==> config.mk <==
export PLATFORM = sky130hd
export DESIGN_NAME = spc_serial_port_config_regs
export DESIGN_NICKNAME = d
export VERILOG_FILES = /design/src/hdl/spc_pkg.sv /design/src/hdl/spc_serial_port_config_regs.sv
export SDC_FILE = /design/constraint.sdc
export NUM_CORES = 1
export LEC_CHECK = 0
export BUFFER_PORTS_ARGS = -buffer_cell sky130_fd_sc_hd__clkbuf_2
export CAP_MARGIN = 20
export CORE_UTILIZATION = 58
export CTS_CLUSTER_SIZE = 25
export DETAILED_ROUTE_END_ITERATION = 8
export PLACE_DENSITY = 0.9
export SETUP_SLACK_MARGIN = 0.05
export SYNTH_ARGS = -nofsm -noshare
export SYNTH_HDL_FRONTEND = slang
export SYNTH_SLANG_ARGS = --single-unit
==> constraint.sdc <==
create_clock -name core_clk -period 3.21 [get_ports core_clk]
set_input_delay 0.1605 -clock core_clk [delete_from_list [all_inputs] [get_ports core_clk]]
set_output_delay 0.1605 -clock core_clk [all_outputs]
set_load 0.01 [all_outputs]
==> src/hdl/spc_pkg.sv <==
// Shared constants and types for the serial port configuration block
package spc_pkg;
  // Register numbers and the module reset command code
  localparam logic [15:0] SPC_ADDR_SYS_CMD      = 16'h0001;
  localparam logic [15:0] SPC_ADDR_DBG_RATE_SEL = 16'h0012;
  localparam logic [15:0] SPC_ADDR_DBG_FMT      = 16'h0013;
  localparam logic [15:0] SPC_ADDR_DBG_RATE_NOW = 16'h0014;
  localparam logic [15:0] SPC_ADDR_DBG_FMT_NOW  = 16'h0015;
  localparam logic [15:0] SPC_ADDR_SYNC_MODE    = 16'h0016;
  localparam logic [15:0] SPC_ADDR_SYNC_NOW     = 16'h0017;
  localparam logic [15:0] SPC_ADDR_SPI_SEL      = 16'h0018;
  localparam logic [15:0] SPC_ADDR_SPI_NOW      = 16'h0019;
  localparam logic [15:0] SPC_CMD_MODULE_RESET  = 16'h0003;

  // Format field positions
  localparam int SPC_PARITY_ON_BIT      = 0;
  localparam int SPC_ODD_PARITY_SEL_BIT = 1;
  localparam int SPC_TWO_STOP_SEL_BIT   = 2;

  // Reset, fallback and limit values
  localparam logic [7:0] SPC_FMT_RST        = 8'h01;
  localparam logic [7:0] SPC_RATE_RST       = 8'h07;
  localparam logic [7:0] SPC_MODE_RST       = 8'h01;
  localparam logic [7:0] SPC_SPI_RST        = 8'h04;
  localparam logic [7:0] SPC_FALLBACK_RATE  = 8'h07;
  localparam logic [2:0] SPC_FALLBACK_FMT   = 3'h1;
  localparam logic [7:0] SPC_FMT_MAX        = 8'h07;
  localparam logic [7:0] SPC_RATE_MIN       = 8'h01;
  localparam logic [7:0] SPC_RATE_MAX       = 8'h07;

  // Synchronous port modes
  localparam logic [7:0] SPC_MODE_OFF       = 8'h00;
  localparam logic [7:0] SPC_MODE_SHIFT_AUT = 8'h01;
  localparam logic [7:0] SPC_MODE_SHIFT_MAN = 8'h02;
  localparam logic [7:0] SPC_MODE_SPI_SLAVE = 8'h03;
  localparam logic [7:0] SPC_MODE_SHIFT_ERR = 8'h04;

  // SPI clock and phase codes
  localparam logic [7:0] SPC_SPI_OFF        = 8'h00;
  localparam logic [7:0] SPC_SPI_MIN        = 8'h01;
  localparam logic [7:0] SPC_SPI_MAX        = 8'h04;
  localparam logic [7:0] SPC_SPI_MASTER     = 8'h04;

  // Timing
  localparam int unsigned SPC_CLK_HZ   = 200_000_000;
  localparam int unsigned SPC_BAUD_1   = 2400;
  localparam int unsigned SPC_BAUD_2   = 4800;
  localparam int unsigned SPC_BAUD_3   = 9600;
  localparam int unsigned SPC_BAUD_4   = 19200;
  localparam int unsigned SPC_BAUD_5   = 38400;
  localparam int unsigned SPC_BAUD_6   = 57600;
  localparam int unsigned SPC_BAUD_7   = 115200;
  localparam int          SPC_DIV_W    = 17;
  localparam logic [2:0]  SPC_LAST_BIT = 3'h7;

  typedef enum logic [2:0] {
    SPC_TX_IDLE   = 3'b000,
    SPC_TX_START  = 3'b001,
    SPC_TX_DATA   = 3'b011,
    SPC_TX_PARITY = 3'b010,
    SPC_TX_STOP   = 3'b110
  } spc_tx_state_t;
endpackage

==> src/hdl/spc_serial_port_config_regs.sv <==
// Configuration registers for the debug and synchronous serial ports
// Operation
// Debug bitrate always from explicit setting
// Invalid debug setup falls back to 115200 8E1
// Format bit 0 enables parity
// Format bit 1 odd parity, ignored without parity
// Format bit 2 selects two stop bits
// Format readback shows format in use
// Bitrate readback codes 1 to 7
// Settings apply after module reset command
// Sync mode accepts codes 0 to 3
// Sync readback shows 4 on shift error
// SPI selection used only in SPI slave
// Shift master forces lagging edge, idle high
// SPI codes 1 to 4 select CPHA/CPOL
// SPI readback zero when port disabled
// Debug frame start, 8 LSB-first, parity, stops
`timescale 1ns/10ps
module spc_serial_port_config_regs #(
  parameter int unsigned CLK_FREQ_HZ = spc_pkg::SPC_CLK_HZ
) (
  input  wire logic        core_clk,
  input  wire logic        nrst,
  input  wire logic [15:0] reg_addr,
  input  wire logic        reg_wr,
  input  wire logic [15:0] reg_wdata,
  input  wire logic        reg_rd,
  output logic      [15:0] reg_rdata,
  output logic             reg_rvalid,
  input  wire logic        shift_chain_error,
  input  wire logic [7:0]  tx_data,
  input  wire logic        tx_valid,
  output logic             tx_ready,
  output logic             debug_port_txd,
  output logic [7:0]       sync_mode_active,
  output logic             spi_cpol,
  output logic             spi_cpha,
  output logic             spi_msb_first
);
  import spc_pkg::*;

  logic [7:0]            fmt_cfg_reg;
  logic [7:0]            rate_cfg_reg;
  logic [7:0]            mode_cfg_reg;
  logic [7:0]            spi_cfg_reg;
  logic [2:0]            fmt_act_reg;
  logic [7:0]            rate_act_reg;
  logic [7:0]            spi_act_reg;
  logic [SPC_DIV_W-1:0]  bit_len_reg;
  logic                  apply;
  logic                  cfg_bad;
  logic [7:0]            rate_next;
  logic [2:0]            fmt_next;
  logic [7:0]            mode_now;
  logic [7:0]            spi_now;
  logic [15:0]           rdata_next;

  // Each case divides by a constant so no runtime divider is built
  function automatic logic [SPC_DIV_W-1:0] bit_cycles(input logic [7:0] code);
    int unsigned d;
    d = CLK_FREQ_HZ / SPC_BAUD_7;
    unique case (code)
      8'h01:   d = CLK_FREQ_HZ / SPC_BAUD_1;
      8'h02:   d = CLK_FREQ_HZ / SPC_BAUD_2;
      8'h03:   d = CLK_FREQ_HZ / SPC_BAUD_3;
      8'h04:   d = CLK_FREQ_HZ / SPC_BAUD_4;
      8'h05:   d = CLK_FREQ_HZ / SPC_BAUD_5;
      8'h06:   d = CLK_FREQ_HZ / SPC_BAUD_6;
      default: d = CLK_FREQ_HZ / SPC_BAUD_7;
    endcase
    if (d < 2) begin
      d = 2;
    end
    return SPC_DIV_W'(d - 1);
  endfunction

  assign apply = reg_wr && (reg_addr == SPC_ADDR_SYS_CMD)
                 && (reg_wdata == SPC_CMD_MODULE_RESET);

  // No automatic detection: code zero is just another invalid setting
  assign cfg_bad = (rate_cfg_reg < SPC_RATE_MIN) || (rate_cfg_reg > SPC_RATE_MAX)
                   || (fmt_cfg_reg > SPC_FMT_MAX);
  assign rate_next = cfg_bad ? SPC_FALLBACK_RATE : rate_cfg_reg;
  assign fmt_next  = cfg_bad ? SPC_FALLBACK_FMT : fmt_cfg_reg[2:0];

  // Stored settings, written by the master
  always_ff @(posedge core_clk) begin
    if (!nrst) begin
      fmt_cfg_reg  <= SPC_FMT_RST;
      rate_cfg_reg <= SPC_RATE_RST;
      mode_cfg_reg <= SPC_MODE_RST;
      spi_cfg_reg  <= SPC_SPI_RST;
    end else if (reg_wr) begin
      unique case (reg_addr)
        SPC_ADDR_DBG_FMT:      fmt_cfg_reg  <= reg_wdata[7:0];
        SPC_ADDR_DBG_RATE_SEL: rate_cfg_reg <= reg_wdata[7:0];
        SPC_ADDR_SYNC_MODE: begin
          if (reg_wdata <= 16'(SPC_MODE_SPI_SLAVE)) begin
            mode_cfg_reg <= reg_wdata[7:0];
          end
        end
        SPC_ADDR_SPI_SEL: begin
          if (reg_wdata >= 16'(SPC_SPI_MIN) && reg_wdata <= 16'(SPC_SPI_MAX)) begin
            spi_cfg_reg <= reg_wdata[7:0];
          end
        end
        default: ;
      endcase
    end
  end

  // Active settings change only on the module reset command
  always_ff @(posedge core_clk) begin
    if (!nrst) begin
      fmt_act_reg      <= SPC_FMT_RST[2:0];
      rate_act_reg     <= SPC_RATE_RST;
      sync_mode_active <= SPC_MODE_RST;
      spi_act_reg      <= SPC_SPI_RST;
    end else if (apply) begin
      fmt_act_reg      <= fmt_next;
      rate_act_reg     <= rate_next;
      sync_mode_active <= mode_cfg_reg;
      spi_act_reg      <= spi_cfg_reg;
    end
  end

  // Bit time follows the active rate only, never a detected one
  always_ff @(posedge core_clk) begin
    if (!nrst) begin
      bit_len_reg <= bit_cycles(SPC_RATE_RST);
    end else if (apply) begin
      bit_len_reg <= bit_cycles(rate_next);
    end
  end

  always_comb begin
    mode_now = sync_mode_active;
    if ((sync_mode_active == SPC_MODE_SHIFT_AUT || sync_mode_active == SPC_MODE_SHIFT_MAN)
        && shift_chain_error) begin
      mode_now = SPC_MODE_SHIFT_ERR;
    end
  end

  always_comb begin
    unique case (sync_mode_active)
      SPC_MODE_OFF:       spi_now = SPC_SPI_OFF;
      SPC_MODE_SPI_SLAVE: spi_now = spi_act_reg;
      default:            spi_now = SPC_SPI_MASTER;
    endcase
  end

  // SPI pins: codes 3 and 4 lag, codes 2 and 4 idle high
  always_ff @(posedge core_clk) begin
    if (!nrst) begin
      spi_cpol      <= 1'b1;
      spi_cpha      <= 1'b1;
      spi_msb_first <= 1'b1;
    end else begin
      spi_cpha      <= (spi_now == 8'h03) || (spi_now == 8'h04);
      spi_cpol      <= (spi_now == 8'h02) || (spi_now == 8'h04);
      spi_msb_first <= 1'b1;
    end
  end

  always_comb begin
    rdata_next = 16'h0000;
    unique case (reg_addr)
      SPC_ADDR_DBG_RATE_SEL: rdata_next = {8'h00, rate_cfg_reg};
      SPC_ADDR_DBG_FMT:      rdata_next = {8'h00, fmt_cfg_reg};
      SPC_ADDR_DBG_RATE_NOW: rdata_next = {8'h00, rate_act_reg};
      SPC_ADDR_DBG_FMT_NOW:  rdata_next = {13'h0000, fmt_act_reg};
      SPC_ADDR_SYNC_MODE:    rdata_next = {8'h00, mode_cfg_reg};
      SPC_ADDR_SYNC_NOW:     rdata_next = {8'h00, mode_now};
      SPC_ADDR_SPI_SEL:      rdata_next = {8'h00, spi_cfg_reg};
      SPC_ADDR_SPI_NOW:      rdata_next = {8'h00, spi_now};
      default:               rdata_next = 16'h0000;
    endcase
  end

  always_ff @(posedge core_clk) begin
    if (!nrst) begin
      reg_rdata  <= 16'h0000;
      reg_rvalid <= 1'b0;
    end else begin
      reg_rvalid <= reg_rd;
      if (reg_rd) begin
        reg_rdata <= rdata_next;
      end
    end
  end

  // Debug port transmitter
  spc_tx_state_t        tx_state_reg;
  logic [SPC_DIV_W-1:0] tick_cnt_reg;
  logic [2:0]           bit_idx_reg;
  logic [7:0]           shift_reg;
  logic                 par_on_reg;
  logic                 par_odd_reg;
  logic                 two_stop_reg;
  logic                 stop_idx_reg;
  logic                 par_bit_reg;
  logic                 bit_end;
  logic                 accept;
  logic                 data_last;
  logic                 stop_more;

  assign bit_end   = (tick_cnt_reg == '0);
  assign accept    = (tx_state_reg == SPC_TX_IDLE) && tx_valid && tx_ready;
  assign data_last = (bit_idx_reg == SPC_LAST_BIT);
  assign stop_more = two_stop_reg && !stop_idx_reg;

  // Bit timer restarts when a character is taken and at every bit boundary
  always_ff @(posedge core_clk) begin
    if (!nrst) begin
      tick_cnt_reg <= '0;
    end else if (accept || bit_end) begin
      tick_cnt_reg <= bit_len_reg;
    end else begin
      tick_cnt_reg <= tick_cnt_reg - 1'b1;
    end
  end

  // Frame sequencer
  always_ff @(posedge core_clk) begin
    if (!nrst) begin
      tx_state_reg <= SPC_TX_IDLE;
    end else begin
      unique case (tx_state_reg)
        SPC_TX_IDLE: begin
          if (accept) begin
            tx_state_reg <= SPC_TX_START;
          end
        end
        SPC_TX_START: begin
          if (bit_end) begin
            tx_state_reg <= SPC_TX_DATA;
          end
        end
        SPC_TX_DATA: begin
          if (bit_end && data_last) begin
            tx_state_reg <= par_on_reg ? SPC_TX_PARITY : SPC_TX_STOP;
          end
        end
        SPC_TX_PARITY: begin
          if (bit_end) begin
            tx_state_reg <= SPC_TX_STOP;
          end
        end
        SPC_TX_STOP: begin
          if (bit_end && !stop_more) begin
            tx_state_reg <= SPC_TX_IDLE;
          end
        end
      endcase
    end
  end

  // Data bits leave from the low end of the shifter
  always_ff @(posedge core_clk) begin
    if (!nrst) begin
      bit_idx_reg <= 3'h0;
      shift_reg   <= 8'h00;
    end else if (accept) begin
      shift_reg   <= tx_data;
    end else if (bit_end) begin
      if (tx_state_reg == SPC_TX_START) begin
        bit_idx_reg <= 3'h0;
      end else if (tx_state_reg == SPC_TX_DATA && !data_last) begin
        shift_reg   <= {1'b0, shift_reg[7:1]};
        bit_idx_reg <= bit_idx_reg + 3'h1;
      end
    end
  end

  // Format is latched per character; the bit time is not, so apply between characters
  always_ff @(posedge core_clk) begin
    if (!nrst) begin
      par_on_reg   <= 1'b0;
      par_odd_reg  <= 1'b0;
      two_stop_reg <= 1'b0;
      par_bit_reg  <= 1'b0;
    end else if (accept) begin
      par_on_reg   <= fmt_act_reg[SPC_PARITY_ON_BIT];
      par_odd_reg  <= fmt_act_reg[SPC_ODD_PARITY_SEL_BIT];
      two_stop_reg <= fmt_act_reg[SPC_TWO_STOP_SEL_BIT];
      par_bit_reg  <= ^tx_data;
    end
  end

  // Second stop bit is counted here
  always_ff @(posedge core_clk) begin
    if (!nrst) begin
      stop_idx_reg <= 1'b0;
    end else if (tx_state_reg == SPC_TX_DATA && bit_end && data_last) begin
      stop_idx_reg <= 1'b0;
    end else if (tx_state_reg == SPC_TX_STOP && bit_end && stop_more) begin
      stop_idx_reg <= 1'b1;
    end
  end

  // Stop bits and the idle line are both high
  always_ff @(posedge core_clk) begin
    if (!nrst) begin
      debug_port_txd <= 1'b1;
    end else begin
      unique case (tx_state_reg)
        SPC_TX_IDLE: begin
          debug_port_txd <= accept ? 1'b0 : 1'b1;
        end
        SPC_TX_START: begin
          if (bit_end) begin
            debug_port_txd <= shift_reg[0];
          end
        end
        SPC_TX_DATA: begin
          if (bit_end) begin
            if (!data_last) begin
              debug_port_txd <= shift_reg[1];
            end else if (par_on_reg) begin
              debug_port_txd <= par_bit_reg ^ par_odd_reg;
            end else begin
              debug_port_txd <= 1'b1;
            end
          end
        end
        SPC_TX_PARITY: begin
          if (bit_end) begin
            debug_port_txd <= 1'b1;
          end
        end
        SPC_TX_STOP: begin
          debug_port_txd <= 1'b1;
        end
      endcase
    end
  end

  // Ready returns with the end of the last stop bit
  always_ff @(posedge core_clk) begin
    if (!nrst) begin
      tx_ready <= 1'b0;
    end else if (accept) begin
      tx_ready <= 1'b0;
    end else if (tx_state_reg == SPC_TX_IDLE) begin
      tx_ready <= 1'b1;
    end else if (tx_state_reg == SPC_TX_STOP && bit_end && !stop_more) begin
      tx_ready <= 1'b1;
    end
  end
endmodule

==> run metrics <==
run status complete, no violations; critical-path cell list dlygate4sd3_1 -> clkbuf_2 -> nor4_1 -> nand4_1 -> or4_1 -> buf_4 -> nand2_1 -> a21oi_1; Cell Area, Synth 6220 um^2; vias per cell 6.26; CP max-delay cell or4_1; worst skew pair latency 540 ps; via count 5998; die footprint 11100 um^2; Routability Congestion 0.958; P_int 2.96 mW; H-tree Lvls 4; largest net degree at the start of global routing 56; DP Area 6590 um^2; WHS 19.2 ps; GRT overflow 0; GR Util met2 53.1%; IO Pins 76; first-pass GRT wire length 28000 um; Final #Nets 859; Sink Count 125; synth top area cells dfxtp_1 (40%), mux2i_1 (5.3%), nor2_1 (4.7%); commonest non-fill, non-tap cell in the layout dfxtp_1; Sw Share 29.1%; clk buf depth 2; FF+latch count, synth 125; fmax 363 MHz; post_cts resized 0; Min Clock Period, post-route 2760 ps; DR WL/cell 17.9 um; Layout Utilization 70.3%; Pwr Total 4.17 mW; post-route cell area 7290 um^2; Fillers 742; Post-synth EDFFs 0; critical path class in -> reg; row cnt 37; GRT Total Usage 31.6%; Yosys warning total 0; worst path buffer plus inverter count 3; # diodes 0; most frequent cells in the layout dfxtp_1 (125), nor2_1 (78), nand2_1 (73); cell family with most CP delay simple AND/OR/NAND/NOR gates; grt met3 use 7.24%; share of cells above drive strength 1 15.6%; crit end category flip-flop; post-synth top area cell dfxtp_1; worst min path class in -> reg; Initial Utilization 60.0%; Final Cycle Share 85.9%; count of input and output buffers 66; Yosys top cell area share 40.2%; post-DP HPWL 11100 um; Startpoint Class input port; power share of the clock group 43.4%; total CTS buffers 17; antenna-violating nets left 0; leakage power 2.81 nW; Max IR drop VDD 365 uV; cells after synthesis 743; Hold Vio Cnt, Final 0; combinational power share 15.2%; Synth cell types 67; Slew @ Worst Pin 1010 ps; vias in the first global route 5817; Worst slew margin 32.5%; Detailed Route Iter0 Violations 579; Chip Height 106 um; Syn Area/Cell 8.37 um^2; sequential area share after synthesis 40.2%; setup tns final 0 ps; Data required, critical path 3600 ps; ys async rst share 0%; GR Util met1 37.2%; CP max stage delay 1010 ps; top_reg_cell synth dfxtp_1; final routed DRC violation total 0; CTS tree yes; Pre-antenna DRT Iters 6; RSZ-0062 raised after global routing no; CP arrival 3150 ps; Core Footprint 10400 um^2; Max FO, Critical Path 30; post-CTS setup buffer count 0; GR peak layer met2; setup violators final 0; area grow syn2layout 17.2%; drt total wl 17200 um; CTS root buffer clkbuf_8; power per standard cell area 572 nW/um^2; Clock Skews 14.7 ps; die width 106 um; max-cap check violation count 0; part of the power in registers 41.4%; clock-pin slew on the worst setup and hold paths 60 ps; P_sw 1.21 mW; initial antenna violation count 0; Slew Viols, Final 0; Hold Buf Count CTS 14
## layer usage
layer | routed length, um | vias to the layer above
met5 | 0 | -
met4 | 810 | 0
met3 | 1320 | 69
met2 | 8280 | 341
met1 | 6750 | 2793
li1 | - | 2795
## final cells by class
type	count	area, um^2	share of cell area, %
multi-input cells	556	3430	47.0
flip-flops and latches	125	2500	34.3
clock buffers	18	418	5.73
well taps	136	170	2.34
inverters	15	56.3	0.773
repair buffers	94	576	7.90
clock inverters	14	138	1.89
## final timing paths
path	endpoint	slack, ps	cells past startpoint	start
hold reg to reg	bit_len_reg[16]	460	2	bit_len_reg[16]
hold / removal	rate_cfg_reg[1]	20	3	reg_wdata[1]
setup reg to reg	bit_len_reg[4]	730	11	fmt_cfg_reg[4]
setup / recovery	sync_mode_active[1]	450	8	reg_wdata[4]
## worst register-to-register path: stages (launching register included)
cell	delay [ps]
dfxtp_1	330
nor4_1	540
nand4_1	170
buf_4	200
nor2_1	150
nand2_1	90
ha_1	270
xor2_1	160
a22oi_1	160
o22ai_1	110
nand3_1	100
a21oi_1	70
## cell usage after synthesis, types with 3 or more instances
library cell and instances:
or4_1 4, nor2b_1 12, nand3b_1 6, a311oi_1 3, nor2_1 78, nand2b_1 10, ha_1 4, and2_1 18
nand2_1 73, and4_1 6, a31oi_1 9, xor2_1 5, inv_1 14, o22ai_1 6, nor4_1 14, mux2_2 3
o211a_1 3, o21bai_1 3, nor4b_1 4, and3_1 13, a22oi_1 12, o21ai_0 35, clkbuf_1 32, mux2i_1 33
buf_2 9, or3_1 4, xnor2_1 21, nor4bb_1 3, nand3_1 17, a21oi_1 53, nor3_1 19, dfxtp_1 125
a211oi_1 23, nand4_1 15, buf_4 9
## stage by stage
stage,worst slack (ps),std cells
floorplan,852,750
global placement,694,912
detailed placement,569,912
CTS,531,958
global route,302,958
finish,453,958
## cell families after synthesis
kind of cell | synth area share (%)
AND/OR/NAND/NOR | 27.4
AO/OA/AOI/OAI | 16.7
flip-flops | 40.2
buffers and inverters | 5.15
multiplexers | 5.86
XOR/XNOR | 3.66
adder cells (fa/ha/maj) | 0.805
other | 0.121
## power groups by stage
stage	Sequential, mW	Clock, mW	Combinational (mW)
floorplan	1.74	0	0.471
global placement	1.75	0	0.576
detailed placement	1.76	0	0.601
CTS	1.72	1.80	0.624
global route	1.74	1.87	0.690
finish	1.73	1.81	0.632
(Power assumes the default switching activity.)
